`config.mk`:
```
export PLATFORM = sky130hd
export DESIGN_NAME = tpm_test_probe_mux
export DESIGN_NICKNAME = d
export VERILOG_FILES = /design/src/hdl/tpm_pkg.sv /design/src/hdl/tpm_test_probe_mux.sv
export VERILOG_INCLUDE_DIRS = /design/src /design/src/hdl
export SDC_FILE = /design/constraint.sdc
export NUM_CORES = 1
export LEC_CHECK = 0
export BUFFER_PORTS_ARGS = -buffer_cell sky130_fd_sc_hd__buf_2
export CAP_MARGIN = 40
export CORE_MARGIN = 3
export CORE_UTILIZATION = 42
export CTS_CLUSTER_DIAMETER = 100
export DETAILED_ROUTE_END_ITERATION = 8
export PLACE_DENSITY = 0.75
export SLEW_MARGIN = 20
export SYNTH_ARGS = -nofsm -noshare
export SYNTH_HDL_FRONTEND = slang
export SYNTH_SLANG_ARGS = --single-unit
```
`constraint.sdc`:
```
create_clock -name clk_i -period 5.4 [get_ports clk_i]
set_clock_uncertainty 0.05 [all_clocks]
set_input_delay 0.54 -clock clk_i [delete_from_list [all_inputs] [get_ports clk_i]]
set_output_delay 0.54 -clock clk_i [all_outputs]
set_load 0.01 [all_outputs]
```
`src/hdl/tpm_regs.svh`:
```
// Register offsets, field positions and reset values of the test probe multiplexer.
// Assumes a classic Wishbone slave with 32-bit data and byte addressing.
`ifndef TPM_REGS_SVH
`define TPM_REGS_SVH

`define TPM_CONTROL_OFFSET 8'h00
`define TPM_CONTROL_RESET 8'h00
`define TPM_ANALOG_EN_BIT 7
`define TPM_DIGITAL_EN_BIT 6
`define TPM_UNUSED_BIT 5
`define TPM_SELECT_MSB 4
`define TPM_SELECT_LSB 0
`define TPM_WRITE_MASK 8'hDF

`endif

```
`src/hdl/tpm_pkg.sv`:
```
// Types shared by the test probe multiplexer.
// Assumes nothing of its surroundings.
package tpm_pkg;

  typedef enum logic [2:0] {
    TPM_PIN_NORMAL = 3'b001,
    TPM_PIN_ANALOG = 3'b010,
    TPM_PIN_DIGITAL = 3'b100
  } tpm_pin_mode_type;

  typedef struct packed {
    logic [7:0] control;
    logic ack;
    logic [31:0] rdata;
    logic [23:0] digital_sync_mid;
    logic [23:0] digital_sync;
    logic probe_level;
    logic probe_oe;
    logic analog_connect;
    logic [4:0] analog_channel;
    tpm_pin_mode_type mode;
  } tpm_state_type;

endpackage

```
`src/hdl/tpm_test_probe_mux.sv`:
```
// Test probe multiplexer: routes one internal analog or digital signal onto the probe pin.
// Assumes a classic Wishbone master on clk_i; internal signals arrive asynchronously.
// Overview of operation
// - Analog enable bit 7 connects the analog multiplexer output through the buffer to the probe pin.
// - While analog probing, the adc_control_zero channel select field picks the analog signal shown.
// - Digital enable bit 6 drives the digital multiplexer output onto the probe pin.
// - Select field bits 4 to 0 choose which internal digital signal the digital multiplexer outputs.
// - Codes 00000, 00001 and 00010 give the half-period signal, system clock and current sample signal.
// - Codes 00011 to 00111 give the output over/undervoltage, input lockout and overcurrent comparators.
// - Codes 01000 to 01101 give drive, timer, PWM, clock select and emulation signals; 01111 gives blanking.
// - Codes 10000 to 10101 give the second signal group; 10111 gives the auto-zero signal ORed with blanking.
// - With both enables set, the digital multiplexer output has priority on the probe pin.
// - With both enables clear, the pin keeps its normal port function and neither multiplexer drives it.
// - Bit 5 ignores writes and always reads as zero.
//
// Local design decisions: the register addresses and the Wishbone slave port.
`timescale 1ns/100ps
`default_nettype none
`include "tpm_regs.svh"

module tpm_test_probe_mux (
  input wire logic clk_i,
  input wire logic rst_i,
  input wire logic wb_cyc_i,
  input wire logic wb_stb_i,
  input wire logic wb_we_i,
  input wire logic [7:0] wb_adr_i,
  input wire logic [3:0] wb_sel_i,
  input wire logic [31:0] wb_dat_i,
  output logic [31:0] wb_dat_o,
  output logic wb_ack_o,
  input wire logic [4:0] analog_channel_select_i,
  input wire logic [23:0] digital_signals_i,
  output logic probe_pin_o,
  output logic probe_pin_oe_o,
  output logic analog_connect_o,
  output logic [4:0] analog_channel_o,
  output logic [7:0] test_probe_control_o
);

  tpm_pkg::tpm_state_type s_q;
  tpm_pkg::tpm_state_type s_d;

  // Digital source lines, index = bit of digital_signals_i:
  // 0 half period, 1 system clock, 2 current sample, 3 output overvoltage, 4 output undervoltage,
  // 5 input overvoltage lockout, 6 input undervoltage lockout, 7 overcurrent, 8 high-side on,
  // 9 low-side on before delay, 10 timer2_period_match, 11 PWM output, 12 clock select,
  // 13 diode_emulation comparator, 14 diode_emulation blanking, 15 PWM comparator,
  // 16 switching_frequency_signal, 17 auto-zero time.
  function automatic logic digital_pick(input logic [4:0] sel, input logic [23:0] sig);
    logic r;
    r = 1'b0;
    case (sel)
      5'h00: r = sig[0];
      5'h01: r = sig[1];
      5'h02: r = sig[2];
      5'h03: r = sig[3];
      5'h04: r = sig[4];
      5'h05: r = sig[5];
      5'h06: r = sig[6];
      5'h07: r = sig[7];
      5'h08: r = sig[8];
      5'h09: r = sig[9];
      5'h0A: r = sig[10];
      5'h0B: r = sig[11];
      5'h0C: r = sig[12];
      5'h0D: r = sig[13];
      5'h0F: r = sig[14];
      5'h10: r = sig[15];
      5'h11: r = sig[16];
      5'h12: r = sig[10];
      5'h13: r = sig[11];
      5'h14: r = sig[12];
      5'h15: r = sig[13];
      // Doubly listed code: blanking time ORed with auto-zero time
      5'h17: r = sig[14] | sig[17];
      default: r = 1'b0;
    endcase
    return r;
  endfunction

  logic access;
  logic hit;

  always_comb begin
    s_d = s_q;
    access = wb_cyc_i && wb_stb_i && !s_q.ack;
    hit = (wb_adr_i == `TPM_CONTROL_OFFSET);
    s_d.ack = access;
    s_d.rdata = 32'h0000_0000;
    if (access && hit && !wb_we_i) begin
      s_d.rdata = {24'h00_0000, s_q.control};
    end
    if (access && hit && wb_we_i && wb_sel_i[0]) begin
      s_d.control = wb_dat_i[7:0] & `TPM_WRITE_MASK;
    end
    s_d.digital_sync_mid = digital_signals_i;
    s_d.digital_sync = s_q.digital_sync_mid;
    // Mode follows the freshly written value so the pin moves in the same cycle as ack
    if (s_d.control[`TPM_DIGITAL_EN_BIT]) begin
      s_d.mode = tpm_pkg::TPM_PIN_DIGITAL;
    end else if (s_d.control[`TPM_ANALOG_EN_BIT]) begin
      s_d.mode = tpm_pkg::TPM_PIN_ANALOG;
    end else begin
      s_d.mode = tpm_pkg::TPM_PIN_NORMAL;
    end
    s_d.probe_level = 1'b0;
    s_d.probe_oe = 1'b0;
    s_d.analog_connect = 1'b0;
    case (s_d.mode)
      tpm_pkg::TPM_PIN_DIGITAL: begin
        s_d.probe_oe = 1'b1;
        s_d.probe_level = digital_pick(s_d.control[`TPM_SELECT_MSB:`TPM_SELECT_LSB], s_q.digital_sync);
      end
      tpm_pkg::TPM_PIN_ANALOG: begin
        s_d.analog_connect = 1'b1;
      end
      tpm_pkg::TPM_PIN_NORMAL: begin
        s_d.probe_oe = 1'b0;
      end
      default: begin
        s_d.probe_oe = 1'b0;
      end
    endcase
    s_d.analog_channel = analog_channel_select_i;
  end

  always_ff @(posedge clk_i) begin
    if (rst_i) begin
      s_q <= '0;
      s_q.control <= `TPM_CONTROL_RESET;
      s_q.mode <= tpm_pkg::TPM_PIN_NORMAL;
    end else begin
      s_q <= s_d;
    end
  end

  assign wb_dat_o = s_q.rdata;
  assign wb_ack_o = s_q.ack;
  assign probe_pin_o = s_q.probe_level;
  assign probe_pin_oe_o = s_q.probe_oe;
  assign analog_connect_o = s_q.analog_connect;
  assign analog_channel_o = s_q.analog_channel;
  assign test_probe_control_o = s_q.control;

endmodule // tpm_test_probe_mux

`default_nettype wire

```
After elaboration in Yosys (flattened, before gate mapping)
Index checks and enable logic that the tools add are counted.

Equal/unequal tests: 23. Mux-type cells: 6. Bitwise gates (word level): 3. Reduce and logical (&&, ||, !) cells: 16.

Operator list (number): $eq A5 B4 Y1 const B (7); $eq A5 B5 Y1 const B (7); $eq A5 B3 Y1 const B (4); $pmux W1 S18 (1); $reduce_or A2 Y1 (6); $eq A5 B2 Y1 const B (2); $logic_not A8 Y1 (1); $mux W8 (1); $logic_and A1 B1 Y1 (6); $eq A5 B1 Y1 const B (1); $logic_not A5 Y1 (1); $eq A3 B2 Y1 const B (1); $eq A3 B3 Y1 const B (1); $mux W3 (1); $logic_not A1 Y1 (2); $mux W1 (2); $mux W2 (1); $not A1 Y1 (2); $or A1 B1 Y1 (1).

Flip-flop bits (word level): 83. Input bits: 78. Output and inout port bits: 49. Logic and storage cells: 58.

Logic depth before layout (Yosys ltp)
Word-level depth: 11. Gate-level depth with buffers: 9. Depth with buffers taken out: 7.

Worst setup path before layout
No wires, ideal clock.

Path type: input to register. Start: in wb_adr_i[1]. End: reg s_q, in the netlist probe_pin_o. Library setup time: 0.070 ns. Arrival: 2.841 ns. Data required time: 5.280 ns. Path slack: 2.439 ns. Cell stages on the path: 8. Path buffers: 1. Path through: or4_4 or4_4 buf_6 mux2_4 a31oi_4 nor3_1 or4_1 a21oi_1.

Word-level cells in the longest chain between the ends: 10. Elaborated cells on any way between the ends: 37. Classes of those cells: 22 x eq/ne; 4 x mux; 1 x bitwise; 10 x reduce/logical.

Ends and longest elaborated chain: start: declaration (RTL line tpm_test_probe_mux.sv:27) `input wire logic [7:0] wb_adr_i,`; $logic_not A8 Y1 (no line) (*); $logic_and A1 B1 Y1 (*) (3 in a row) (RTL line tpm_test_probe_mux.sv:94) `if (access && hit && wb_we_i && wb_sel_i[0]) begin`; $mux W8 (*) (RTL line tpm_test_probe_mux.sv:94); parallel branches: the longest is 5 deep, another holds $pmux W1 S18; end: declaration (RTL line tpm_test_probe_mux.sv:41) `tpm_pkg::tpm_state_type s_q;`.

Every way passes the cells marked *. A chain may end at the register's enable or synchronous reset.

Worst setup path after layout
Ends and elaborated chain as after synthesis.

==> impl_metrics.env <==
export IMPL_first_pass_iters=5
export IMPL_yosys_area_share_simple_pct=24.7
export IMPL_drt_total_wl_microns=4010
export IMPL_muxShareOfSynthArea_pct=3.97
export IMPL_hold_buffers=0
export IMPL_power_density_nw_per_um2=299
export IMPL_grt_overflow_total=0
export IMPL_hold_ws_ns=0.371
export IMPL_synth_xor_area_share_pct=0.712
export IMPL_die_w_microns=82.6
export IMPL_drt_wirelength_per_cell_microns=10.5
export IMPL_drt_iter0_drc=117
export IMPL_rows=27
export IMPL_critPathSlowestCell="or4_4"
export IMPL_drv_cap=0
export IMPL_core_region_area_sq_um=5570
export IMPL_cts_root_buf="clkbuf_8"
export IMPL_synth_top_family_by_area="simple AND/OR/NAND/NOR gates"
export IMPL_synth_edff_count=0
export IMPL_start_util_pct=44.2
export IMPL_diodes=0
export IMPL_slew_headroom_pct=53.5
export IMPL_dp_hpwl_microns=2920
export IMPL_path_cells="buf_2 > or4_4 > or4_4 > mux2_4 > a31oi_4 > nor3_1 > or4_1 > a21oi_1"
export IMPL_setup_viol=0
export IMPL_setup_tns_final_ns=0
export IMPL_post_route_drc_count=0
export IMPL_post_route_min_period_ns=2.93
export IMPL_vias_per_cell=4.39
export IMPL_grt_max_degree=52
export IMPL_cp_common_cell="or4_4"
export IMPL_synth_compound_area_share_pct=7.47
export IMPL_tritoncts="built"
export IMPL_antenna_left=0
export IMPL_critical_path_startpoint="wb_adr_i[1]"
export IMPL_area_growth_pct=13.4
export IMPL_synthesis_area_sq_um=2460
export IMPL_numPortBuffers=66
export IMPL_path_max_fanout=14
export IMPL_min_delay_start="analog_channel_select_i[4]"
export IMPL_fmax_ghz=0.342
export IMPL_cts_repair_resized=0
export IMPL_ys_seq_elements=58
export IMPL_rr_startpoint="wb_ack_o$_SDFF_PP0_"
export IMPL_mostFrequentLayoutCell="buf_2"
export IMPL_ir_drop_mv=0.171
export IMPL_slowest_delay_ns=0.65
export IMPL_crit_type="input pin to register"
export IMPL_clk_path_buf_depth=2
export IMPL_start_kind="input pin"
export IMPL_status="finished, final reports clean"
export IMPL_place_gp_congestion=0.810
export IMPL_rsz0062_at_grt="false"
export IMPL_post_cts_buffers=0
export IMPL_cts_made_buffers=9
export IMPL_grt_pass1_wl_microns=6070
export IMPL_worstPathRequired_ns=5.59
export IMPL_clock_latency_ns=0.32
export IMPL_io_pins=127
export IMPL_arrival_ns=3.12
export IMPL_final_cell_mix="buf_2 (66), dfxtp_1 (58), nor2b_1 (43)"
export IMPL_antenna_found_initial=0
export IMPL_grt_use_total_pct=12.2
export IMPL_drive_above_1_share_pct=29.4
export IMPL_die_area_sq_um=6810
export IMPL_clk_pin_slew_ns=0.06
export IMPL_endpoint_kind="register"
export IMPL_hold_violations=0
export IMPL_p_leak_nw=1.21
export IMPL_die_y_microns=82.6
export IMPL_yosys_warnings=0
export IMPL_synth_main_ff_cell="dfxtp_1"
export IMPL_vias=1678
export IMPL_hold_class="input pin to register"
export IMPL_htree_levels=3
export IMPL_cts_sink_count=58
export IMPL_synth_distinct_cells=36
export IMPL_period_share_pct=54.2
export IMPL_drv_slew=0
export IMPL_yosysSeqAreaShare_pct=47.2
export IMPL_synthAdderAreaFrac_pct=0
export IMPL_synth_avg_cell_area_sq_um=9.65
export IMPL_nets=383
export IMPL_first_global_vias=1343
export IMPL_async_flop_share_pct=0
export IMPL_nFillCells=551
export IMPL_worstMarginPinSlew_ns=0.690
export IMPL_syn_inst=255
## worst paths after layout
kind / to / slack (ns) / depth (start not counted)
max reg2reg: probe_pin_o$_SDFF_PP0_ / 2.73 / 7
max: probe_pin_o$_SDFF_PP0_ / 2.47 / 8
min reg2reg: s_q[26]$_SDFF_PP0_ / 0.38 / 1
min: analog_channel_o[4]$_SDFF_PP0_ / 0.37 / 2
## sequential cells by signal, indices dropped and copies added (netlist names)
name,cells
analog_connect_o,1
wb_ack_o,1
test_probe_control_o,7
wb_dat_o,7
s_q,18
probe_pin_o,1
analog_channel_o,5
s_d,18
## critical path: cells and delay by family
family	cells	cell delay [ns]
AOI/OAI and AO/OA	2	0.32
muxes	1	0.40
and+or+nand+nor	4	1.76
buffers and inverters	1	0.10
## cells in the mapped netlist, types with 2 or more instances
master    number  area, sq um
inv_1          2         7.51
and2_1         8         50.1
nand2_1       15         56.3
mux2i_1        6         60.1
nor2_1         6         22.5
a22oi_1        4         30.0
clkbuf_1       7         26.3
or4_4          3         33.8
nor3_1         7         35.0
or4_1          2         15.0
o22ai_1        2         12.5
a31oi_1        2         12.5
a21oi_1       10         50.1
xnor2_1        2         17.5
dfxtp_1       58         1160
nor2b_1       43          269
mux2_2         2         22.5
nor3b_1        3         22.5
buf_4         46          345
o21ai_0        3         15.0
nand2b_1       9         56.3
## per-stage QoR
stage	util (%)	power, mW	std cells	cell area [sq um]	worst slack (ns)
3_5_place_dp	46.6	0.507	365	2600	2.15
6_report	50.1	0.834	382	2790	2.47
3_3_place_gp	46.6	0.506	365	2600	2.14
5_1_grt	50.1	0.872	382	2790	2.34
4_1_cts	49.7	0.845	381	2770	2.49
2_1_floorplan	-	0.501	280	2550	2.44
## logic make-up (layout without fill, tap and decap cells)
kind of cell,count (synthesis),after routing
buf+inv,56,86
xor+xnor,2,2
other cells,1,26
flops,58,58
compound gates,27,27
mux,9,9
simple gates,102,102
## metal layers
layer	global-route usage, %	routed length [microns]	part of all wire (%)	vias up
met1	14.3	1700	42	733
li1	-	-	-	872
met2	18.4	1810	45	66
met4	8.33	77	1.9	0
met5	0	0	0	-
met3	4.45	422	11	7
## area by class of cell
class	instances	area, sq um	area share, %
clock buffers	11	141	5.07
flip-flops and latches	58	1160	41.6
repair buffers	68	358	12.8
multi-input cells	166	1000	35.9
clock inverters	5	30.0	1.08
inverters	2	7.51	0.269
well taps	72	90.1	3.23
## power by group
part           switching [mW]  internal, mW  total [mW]
sequential            0.00322         0.443       0.446
clock                   0.159         0.176       0.335
combinational          0.0280        0.0252      0.0533
Note: power is estimated with default switching activity, not from simulation.
